File: config.mk
export PLATFORM = sky130hd
export DESIGN_NAME = flash_spm_seq
export DESIGN_NICKNAME = d
export VERILOG_FILES = /design/src/flash_spm_pkg.sv /design/src/flash_spm_seq.sv /design/src/page_buffer.sv
export SDC_FILE = /design/constraint.sdc
export NUM_CORES = 1
export LEC_CHECK = 0
export BUFFER_PORTS_ARGS = -buffer_cell sky130_fd_sc_hd__clkbuf_2
export CAP_MARGIN = 20
export CORE_ASPECT_RATIO = 1.2
export CORE_MARGIN = 8
export CORE_UTILIZATION = 49
export DETAILED_ROUTE_END_ITERATION = 7
export PLACE_DENSITY = 0.84
export SYNTH_ARGS = -nofsm -noshare
export SYNTH_HDL_FRONTEND = slang
export SYNTH_SLANG_ARGS = --single-unit
File: constraint.sdc
create_clock -name core_clk -period 2.2 [get_ports core_clk]
set_input_delay 0.22 -clock core_clk [delete_from_list [all_inputs] [get_ports core_clk]]
set_output_delay 0.22 -clock core_clk [all_outputs]
set_load 0.005 [all_outputs]
File: src/flash_spm_pkg.sv
// Constants and types for the flash self-program sequencer.
// Assumes a single 20 MHz core clock and a plain register port.
package flash_spm_pkg;
  localparam logic [1:0] ADDR_CONTROL = 2'h0;
  localparam logic [1:0] ADDR_EXTENSION = 2'h1;
  localparam logic [1:0] ADDR_SECTION = 2'h2;
  localparam int BIT_ENABLE = 0;
  localparam int BIT_ERASE = 1;
  localparam int BIT_WRITE = 2;
  localparam int BIT_LOCK = 3;
  localparam int BIT_REENABLE = 4;
  localparam int BIT_BUSY = 6;
  localparam int BIT_IRQ_EN = 7;
  localparam logic [4:0] CMD_LOCK = 5'h09;
  localparam logic [4:0] CMD_REENABLE = 5'h11;
  localparam logic [4:0] CMD_WRITE = 5'h05;
  localparam logic [4:0] CMD_ERASE = 5'h03;
  localparam logic [4:0] CMD_LOAD = 5'h01;
  localparam logic [7:0] CONTROL_RESET = 8'h00;
  localparam logic [7:0] EXTENSION_RESET = 8'h00;
  localparam logic [9:0] SECTION_RESET = 10'h3C0;
  localparam int ARM_CYCLES = 4;
  localparam int WORD_BITS = 7;
  localparam int PAGE_BITS = 9;
  localparam int PAGE_WORDS = 128;
  localparam int CLK_MHZ = 20;
  localparam int PROG_TIME_US = 3700;
  localparam int PROG_CYCLES = PROG_TIME_US * CLK_MHZ;
  typedef enum logic [1:0] {
    ST_IDLE = 2'b00,
    ST_ARMED = 2'b01,
    ST_PROG = 2'b10
  } seq_state_e;
endpackage : flash_spm_pkg

File: src/flash_spm_seq.sv
// Flash self-program sequencer: control register, arm window, page ops.
// Assumes the core pulses store_instr/load_instr and honours core_halt.
`timescale 1ns/1ps
module flash_spm_seq
  import flash_spm_pkg::*;
#(
  parameter int PROG_COUNT = PROG_CYCLES
)
(
  input wire logic core_clk,
  input wire logic reset_n,
  input wire logic [1:0] reg_addr,
  input wire logic [7:0] reg_wdata,
  input wire logic reg_wr,
  input wire logic reg_rd,
  output logic [7:0] reg_rdata,
  input wire logic store_instr,
  input wire logic load_instr,
  input wire logic [7:0] pointer_low_byte,
  input wire logic [7:0] pointer_high_byte,
  input wire logic [15:0] store_data,
  input wire logic eeprom_write,
  output logic core_halt,
  output logic store_ready_irq,
  output logic flash_erase,
  output logic flash_program,
  output logic [PAGE_BITS-1:0] flash_page,
  output logic [WORD_BITS-1:0] buf_word_idx,
  output logic [16:0] load_byte_addr,
  output logic lock_write,
  output logic [7:0] lock_data
);
  logic [4:0] cmd_r, cmd_nxt;
  logic irq_en_r, irq_en_nxt;
  logic busy_r, busy_nxt;
  logic [7:0] ext_r, ext_nxt;
  logic [9:0] section_r, section_nxt;
  seq_state_e state_r, state_nxt;
  logic [2:0] arm_cnt_r, arm_cnt_nxt;
  logic [31:0] prog_cnt_r, prog_cnt_nxt;
  logic [PAGE_BITS-1:0] page_r, page_nxt;
  logic halt_r, halt_nxt;
  logic irq_r, irq_nxt;
  logic erase_r, erase_nxt;
  logic program_r, program_nxt;
  logic [16:0] lpm_addr_r, lpm_addr_nxt;
  logic lock_wr_r, lock_wr_nxt;
  logic [7:0] lock_data_r, lock_data_nxt;
  logic [7:0] rdata_r, rdata_nxt;
  logic [WORD_BITS-1:0] rd_idx_r, rd_idx_nxt;
  logic buf_clear;
  logic buf_load;
  logic [16:0] z_addr;
  logic [PAGE_BITS-1:0] z_page;
  logic [WORD_BITS-1:0] z_word;
  logic cmd_ok;
  logic ctl_wr;
  logic fire;
  logic no_read_while_write_section_page;

  // Full 17-bit pointer; bit 0 dropped for stores, word then split.
  assign z_addr = {ext_r[0], pointer_high_byte, pointer_low_byte};
  assign z_word = z_addr[WORD_BITS:1];
  assign z_page = z_addr[16:WORD_BITS+1];
  assign no_read_while_write_section_page = {1'b0, z_page} >= section_r;
  assign ctl_wr = reg_wr && reg_addr == ADDR_CONTROL;
  assign fire = state_r == ST_ARMED && store_instr;

  // Accept only the five legal patterns; others leave the command field alone, though bit 7 is still written.
  always_comb begin
    case (reg_wdata[4:0])
      CMD_LOCK, CMD_REENABLE, CMD_WRITE, CMD_ERASE, CMD_LOAD: begin
        cmd_ok = 1'b1;
      end
      default: begin
        cmd_ok = 1'b0;
      end
    endcase
  end

  // Sequencer: arm window, single-shot store actions, timed page ops.
  always_comb begin
    state_nxt = state_r;
    cmd_nxt = cmd_r;
    arm_cnt_nxt = arm_cnt_r;
    prog_cnt_nxt = prog_cnt_r;
    page_nxt = page_r;
    halt_nxt = 1'b0;
    erase_nxt = 1'b0;
    program_nxt = 1'b0;
    lock_wr_nxt = 1'b0;
    lock_data_nxt = lock_data_r;
    busy_nxt = busy_r;
    buf_clear = 1'b0;
    buf_load = 1'b0;
    case (state_r)
      ST_IDLE: begin
        if (ctl_wr && cmd_ok) begin
          cmd_nxt = reg_wdata[4:0];
          arm_cnt_nxt = 3'(ARM_CYCLES - 1);
          state_nxt = ST_ARMED;
        end
      end
      ST_ARMED: begin
        if (store_instr) begin
          cmd_nxt = 5'h00;
          state_nxt = ST_IDLE;
          case (cmd_r)
            CMD_LOAD: begin
              buf_load = 1'b1;
              busy_nxt = 1'b0;
            end
            CMD_REENABLE: begin
              buf_clear = 1'b1;
              busy_nxt = 1'b0;
            end
            CMD_LOCK: begin
              lock_wr_nxt = 1'b1;
              lock_data_nxt = store_data[7:0];
            end
            CMD_ERASE, CMD_WRITE: begin
              cmd_nxt = cmd_r;
              page_nxt = z_page;
              prog_cnt_nxt = 32'(PROG_COUNT - 1);
              erase_nxt = cmd_r == CMD_ERASE;
              program_nxt = cmd_r == CMD_WRITE;
              halt_nxt = no_read_while_write_section_page;
              busy_nxt = busy_r | !no_read_while_write_section_page;
              state_nxt = ST_PROG;
            end
            default: begin
              state_nxt = ST_IDLE;
            end
          endcase
        end else if (arm_cnt_r == 3'h0) begin
          cmd_nxt = 5'h00;
          state_nxt = ST_IDLE;
        end else begin
          arm_cnt_nxt = arm_cnt_r - 3'h1;
        end
      end
      ST_PROG: begin
        halt_nxt = halt_r;
        erase_nxt = erase_r;
        program_nxt = program_r;
        if (prog_cnt_r == 32'h0) begin
          halt_nxt = 1'b0;
          erase_nxt = 1'b0;
          program_nxt = 1'b0;
          buf_clear = cmd_r == CMD_WRITE;
          cmd_nxt = 5'h00;
          state_nxt = ST_IDLE;
        end else begin
          prog_cnt_nxt = prog_cnt_r - 32'h1;
        end
      end
      default: begin
        state_nxt = ST_IDLE;
        cmd_nxt = 5'h00;
      end
    endcase
    if (eeprom_write && state_r != ST_PROG) begin
      buf_clear = 1'b1;
    end
  end

  // Software-only fields and the ready request, which follows enable low.
  always_comb begin
    irq_en_nxt = irq_en_r;
    ext_nxt = ext_r;
    section_nxt = section_r;
    if (ctl_wr) begin
      irq_en_nxt = reg_wdata[BIT_IRQ_EN];
    end
    if (reg_wr && reg_addr == ADDR_EXTENSION) begin
      ext_nxt = {7'h00, reg_wdata[0]};
    end
    if (reg_wr && reg_addr == ADDR_SECTION) begin
      section_nxt = {reg_wdata, 2'b00};
    end
    irq_nxt = irq_en_nxt && !cmd_nxt[0];
  end

  // Byte address for load instructions keeps bit zero as byte select.
  always_comb begin
    lpm_addr_nxt = lpm_addr_r;
    if (load_instr) begin
      lpm_addr_nxt = z_addr;
    end
    rd_idx_nxt = z_word;
  end

  // Read data stands one cycle after the strobe; unmapped reads zero.
  always_comb begin
    rdata_nxt = 8'h00;
    if (reg_rd) begin
      case (reg_addr)
        ADDR_CONTROL: begin
          rdata_nxt = {irq_en_r, busy_r, 1'b0, cmd_r};
        end
        ADDR_EXTENSION: begin
          rdata_nxt = ext_r;
        end
        ADDR_SECTION: begin
          rdata_nxt = section_r[9:2];
        end
        default: begin
          rdata_nxt = 8'h00;
        end
      endcase
    end
  end

  always_ff @(posedge core_clk or negedge reset_n) begin
    if (!reset_n) begin
      state_r <= ST_IDLE;
      cmd_r <= CONTROL_RESET[4:0];
      arm_cnt_r <= 3'h0;
      prog_cnt_r <= 32'h0;
      page_r <= '0;
      halt_r <= 1'b0;
      erase_r <= 1'b0;
      program_r <= 1'b0;
      lock_wr_r <= 1'b0;
      lock_data_r <= 8'h00;
      busy_r <= 1'b0;
      irq_en_r <= 1'b0;
      ext_r <= EXTENSION_RESET;
      section_r <= SECTION_RESET;
      irq_r <= 1'b0;
      lpm_addr_r <= 17'h00000;
      rd_idx_r <= '0;
      rdata_r <= 8'h00;
    end else begin
      state_r <= state_nxt;
      cmd_r <= cmd_nxt;
      arm_cnt_r <= arm_cnt_nxt;
      prog_cnt_r <= prog_cnt_nxt;
      page_r <= page_nxt;
      halt_r <= halt_nxt;
      erase_r <= erase_nxt;
      program_r <= program_nxt;
      lock_wr_r <= lock_wr_nxt;
      lock_data_r <= lock_data_nxt;
      busy_r <= busy_nxt;
      irq_en_r <= irq_en_nxt;
      ext_r <= ext_nxt;
      section_r <= section_nxt;
      irq_r <= irq_nxt;
      lpm_addr_r <= lpm_addr_nxt;
      rd_idx_r <= rd_idx_nxt;
      rdata_r <= rdata_nxt;
    end
  end

  // The buffer read port is indexed by rd_idx_r from the Z pointer in every state; read_data and read_valid are left open.
  page_buffer u_buf (
    .core_clk(core_clk),
    .reset_n(reset_n),
    .clear(buf_clear),
    .load(buf_load),
    .load_idx(z_word),
    .load_data(store_data),
    .read_idx(rd_idx_r),
    .read_data(),
    .read_valid()
  );

  assign reg_rdata = rdata_r;
  assign core_halt = halt_r;
  assign store_ready_irq = irq_r;
  assign flash_erase = erase_r;
  assign flash_program = program_r;
  assign flash_page = page_r;
  assign buf_word_idx = rd_idx_r;
  assign load_byte_addr = lpm_addr_r;
  assign lock_write = lock_wr_r;
  assign lock_data = lock_data_r;

  // Window lasts exactly four cycles without a store.
  a_arm_window: assert property (@(posedge core_clk) disable iff (!reset_n)
    state_r == ST_IDLE ##1 (state_r == ST_ARMED && !store_instr) [*4]
    |=> state_r == ST_IDLE && cmd_r == 5'h00)
    else $error("arm window not four cycles");

  a_enable_auto: assert property (@(posedge core_clk) disable iff (!reset_n)
    fire && (cmd_r == CMD_LOAD || cmd_r == CMD_LOCK) |=> !cmd_r[0])
    else $error("enable not cleared after store");

  a_enable_held: assert property (@(posedge core_clk) disable iff (!reset_n)
    state_r == ST_PROG && prog_cnt_r != 32'h0 |=> cmd_r[0])
    else $error("enable dropped during operation");

  a_bad_pattern: assert property (@(posedge core_clk) disable iff (!reset_n)
    ctl_wr && !cmd_ok && state_r == ST_IDLE |=> state_r == ST_IDLE)
    else $error("illegal pattern took effect");

  a_page_latch: assert property (@(posedge core_clk) disable iff (!reset_n)
    state_r == ST_PROG ##1 state_r == ST_PROG
    |-> $stable(flash_page))
    else $error("page changed mid operation");

  a_halt_no_read_while_write_section: assert property (@(posedge core_clk) disable iff (!reset_n)
    fire && (cmd_r == CMD_ERASE || cmd_r == CMD_WRITE)
    |=> core_halt == $past(no_read_while_write_section_page))
    else $error("halt does not follow section");

  a_irq_level: assert property (@(posedge core_clk) disable iff (!reset_n)
    irq_en_r && !cmd_r[0] ##1 irq_en_r && !cmd_r[0]
    |-> store_ready_irq)
    else $error("ready request missing");

  a_busy_load: assert property (@(posedge core_clk) disable iff (!reset_n)
    fire && cmd_r == CMD_LOAD |=> !busy_r)
    else $error("busy not cleared by load");

  a_lpm_byte: assert property (@(posedge core_clk) disable iff (!reset_n)
    load_instr |=> load_byte_addr[0] == $past(pointer_low_byte[0]))
    else $error("byte select lost");
endmodule : flash_spm_seq

File: src/page_buffer.sv
// Temporary page buffer with per-word valid bits.
// Assumes one load per word between clears; clear wins over a load.
`timescale 1ns/1ps
module page_buffer
  import flash_spm_pkg::*;
(
  input wire logic core_clk,
  input wire logic reset_n,
  input wire logic clear,
  input wire logic load,
  input wire logic [WORD_BITS-1:0] load_idx,
  input wire logic [15:0] load_data,
  input wire logic [WORD_BITS-1:0] read_idx,
  output logic [15:0] read_data,
  output logic read_valid
);
  logic [15:0] mem_r [PAGE_WORDS];
  logic [PAGE_WORDS-1:0] valid_r;
  logic [PAGE_WORDS-1:0] valid_nxt;

  // Any word may be loaded in any order; erased words read all ones.
  always_comb begin
    valid_nxt = valid_r;
    if (clear) begin
      valid_nxt = '0;
    end else if (load) begin
      valid_nxt[load_idx] = 1'b1;
    end
  end

  always_ff @(posedge core_clk or negedge reset_n) begin
    if (!reset_n) begin
      valid_r <= '0;
    end else begin
      valid_r <= valid_nxt;
    end
  end

  // Storage needs no reset because the valid bits mask stale data.
  genvar g;
  generate
    for (g = 0; g < PAGE_WORDS; g++) begin : g_word
      always_ff @(posedge core_clk) begin
        if (load && !clear && load_idx == WORD_BITS'(g)) begin
          mem_r[g] <= load_data;
        end
      end
    end
  endgenerate

  assign read_valid = valid_r[read_idx];
  assign read_data = valid_r[read_idx] ? mem_r[read_idx] : 16'hFFFF;
endmodule : page_buffer

==> impl_metrics.csv <==
group,metric,value,unit
timing,worst_slack,-0.0160,ns
timing,fin_skew,0.0108,ns
timing,whs,0.0846,ns
placed_design,finalWeightedCongestion,0.819,
die,die_area,13400,µm²
route,via_per_inst,5.75,
job,max_cap_viol_count,0,
yosys,seq_area_frac_synth,55.2,%
yosys,yosysWarningCount,0,
timing,setup_tns,-0.0160,ns
global_routing,grtUsageTotal,18.3,%
run_status,violations,"setup timing",
timing,period_share,101,%
clock_network,root_buffer,"clkbuf_16",
cells_and_area,drive_above_1_share,36.2,%
die,die_w,107,µm
die,start_util,49.3,%
clock_network,cts.htree.levels,3,
hold_path,hp-class,"in -> reg",
timing,rsz0062_at_grt,"true",
power_and_ir_drop,irDropWorstVdd,0.000501,V
die,chipHeight,125,µm
power_and_ir_drop,comb_power_share,17.0,%
clock_network,cts_tree,"done",
power_and_ir_drop,p_int,0.00349,W
cells_and_area,multi_input_area,2110,µm²
route,drt-initial-drc-count,303,
die,num_rows,40,
timing,maxSlewViolCount,0,
yosys,ys_types,60,
worst_setup_path,crit_fanout,4,
run_status,status,"complete, but fails checks",
yosys,synth_nets,487,
placed_design,post-place-ws,-0.0311,ns
placed_design,hpwlAfterDp,8440,µm
die,core,9860,µm²
power_and_ir_drop,leakage,2.86,nW
yosys,ys_ff_latch,107,
clock_network,clk_latency,0.36,ns
power_and_ir_drop,p_seq_share,47.9,%
timing,period_minus_slack,2.22,ns
route,dr.pass1.iters,4,
power_and_ir_drop,switching_share,28.7,%
worst_setup_path,worstPathRequired,2.49,ns
yosys,synthCells,428,
clock_network,clock-sinks,107,
die,boundaryPins,103,
global_routing,antenna_found_initial,0,
cells_and_area,finalNetCount,621,
clock_network,cts.path.max_buffers,2,
cells_and_area,layout_commonest_cell,"dfrtp_1",
timing,max_freq,0.451,GHz
route,vias,3986,
worst_setup_path,critPathLaunchType,"flip-flop",
route,ant_nets,0,
timing,setup_viol,1,
timing,maxSlewHeadroom,61.7,%
yosys,syn_area,4860,µm²
clock_network,clk_pin_slew,0.08,ns
power_and_ir_drop,finalPower,0.00489,W
yosys,avgSynthCellArea,11.4,µm²
worst_setup_path,endpoint_kind,"flip-flop",
global_routing,grt_pass1_vias,4034,
worst_setup_path,path_class,"reg -> reg",
cells_and_area,final_cell_mix,"dfrtp_1 (103), clkbuf_2 (92), nand2_1 (44)",
global_routing,grt_pass1_wl,19800,µm
yosys,synth_edf_count,0,
route,totalWireLength,12500,µm
timing,hold_violations,0,
power_and_ir_drop,power.share.clock,35.1,%
route,routedWlPerCell,18.0,µm
route,drc,0,
global_routing,grt_overflow,0,
cells_and_area,area_growth,27.5,%
cells_and_area,antenna_cells,0,
power_and_ir_drop,p_sw,0.00140,W
cells_and_area,seq_area,2680,µm²
placed_design,port_buffers,93,
clock_network,numCtsBuffers,9,
worst_setup_path,critical_path_arrival,2.50,ns
yosys,ys_async_sr_fraction,100,%
global_routing,grt_max_degree,46,
cells_and_area,fillCellCount,722,
timing,worst_pin_slew,0.575,ns
power_and_ir_drop,p_per_area,789,nW/µm²
yosys,synth_ff_type,"dfrtp_1",
power by group through the flow:
stage / Clock (W) / Sequential (W) / Combinational, W
finish: 0.00172 / 0.00234 / 0.000829
global route: 0.00180 / 0.00236 / 0.000932
CTS: 0.00173 / 0.00233 / 0.000812
detailed placement: 0 / 0.00237 / 0.000789
global placement: 0 / 0.00235 / 0.000743
floorplan: 0 / 0.00234 / 0.000444
sequential cells by signal (all words and copies together) (netlist names):
name / count
buf_word_idx: 7
state_r: 2
store_ready_irq: 1
lock_write: 1
reg_rdata: 8
flash_page: 9
prog_cnt_r: 32
core_halt: 1
cmd_r: 5
flash_erase: 1
irq_en_r: 1
ext_r: 1
busy_r: 1
section_r: 8
arm_cnt_r: 3
load_byte_addr: 17
flash_program: 1
lock_data: 8
what timing repair did:
item	4_1_cts	5_1_grt
buffers inserted	1	1
hold endpoints to repair	47	0
hold buffers	8	0
cloned	0	1
endpoints found under the setup margin	5	19
gates resized for setup	2	11
pin swaps	2	5
cell families after synthesis:
group                    Yosys count  synth area share [%]
XOR/XNOR                           7                  1.26
multiplexers                      47                  10.6
adder cells (fa/ha/maj)           10                  2.58
AND/OR/NAND/NOR                  151                  17.1
buffers and inverters             34                  2.86
flip-flops                       107                  55.2
AO/OA/AOI/OAI                     72                  10.4
layer usage:
metal  track usage, %  wire [µm]
met5                0          0
met4             7.30        236
met3             4.83        932
met2             32.3       6460
met1             20.3       4840
worst paths after layout:
kind	from	endpoint	slack, ns	depth (start not counted)
max	prog_cnt_r[18]$_DFFE_PN0P_	prog_cnt_r[30]$_DFFE_PN0P_	-0.02	6
min	store_data[5]	lock_data[5]$_DFFE_PN0P_	0.08	2
max reg2reg	prog_cnt_r[18]$_DFFE_PN0P_	prog_cnt_r[30]$_DFFE_PN0P_	-0.02	6
min reg2reg	arm_cnt_r[0]$_DFFE_PN0P_	arm_cnt_r[0]$_DFFE_PN0P_	0.48	1
max in group asynchronous	reset_n	section_r[8]$_DFFE_PN1P_	1.01	3
min in group asynchronous	reset_n	cmd_r[4]$_DFFE_PN0P_	0.41	2
Yosys cell counts, types with 4 or more instances:
cell / number / share of area (%)
o21ai_0: 9 / 0.93
nand3_1: 7 / 0.72
a211oi_1: 5 / 0.77
nand3b_1: 6 / 0.93
nor3_1: 9 / 0.93
o31ai_1: 6 / 0.93
a21oi_1: 14 / 1.4
nor2_1: 25 / 1.9
nor4_1: 10 / 1.3
ha_1: 10 / 2.6
nand2_1: 44 / 3.4
or2_2: 4 / 0.51
inv_1: 17 / 1.3
o211ai_1: 6 / 0.93
mux2i_1: 12 / 2.5
xnor2_1: 6 / 1.1
a22o_1: 5 / 0.90
dfrtp_1: 103 / 53
or3_1: 11 / 1.4
mux2_2: 31 / 7.2
clkbuf_1: 13 / 1.0
dfstp_2: 4 / 2.2
mux2_1: 4 / 0.93
and3_1: 4 / 0.51
or4_1: 8 / 1.2
o21ai_1: 5 / 0.51
metrics by stage:
stage	cell area (µm²)	std cells	utilization, %
after CTS	6130	691	62.2
final	6190	693	62.8
after global routing	6190	693	62.8
after global placement	5720	666	58.0
after floorplan	4860	428	-
after detailed placement	5720	666	58.0
critical path, cell delays in order, from the launching register on:
cell and delay (ns):
dfrtp_1 0.39, or4_4 0.55, buf_6 0.14, nor4_4 0.31, nand4_2 0.18, or4_1 0.43, a21oi_1 0.15
layout make-up:
class	count	share of cell area, %
multi-input cells	288	34.1
clock buffers	9	3.64
well taps	126	2.54
flip-flops and latches	107	43.3
clock inverters	7	1.49
repair buffers	139	13.9
inverters	17	1.03
Power figures use the tool's default switching activity.
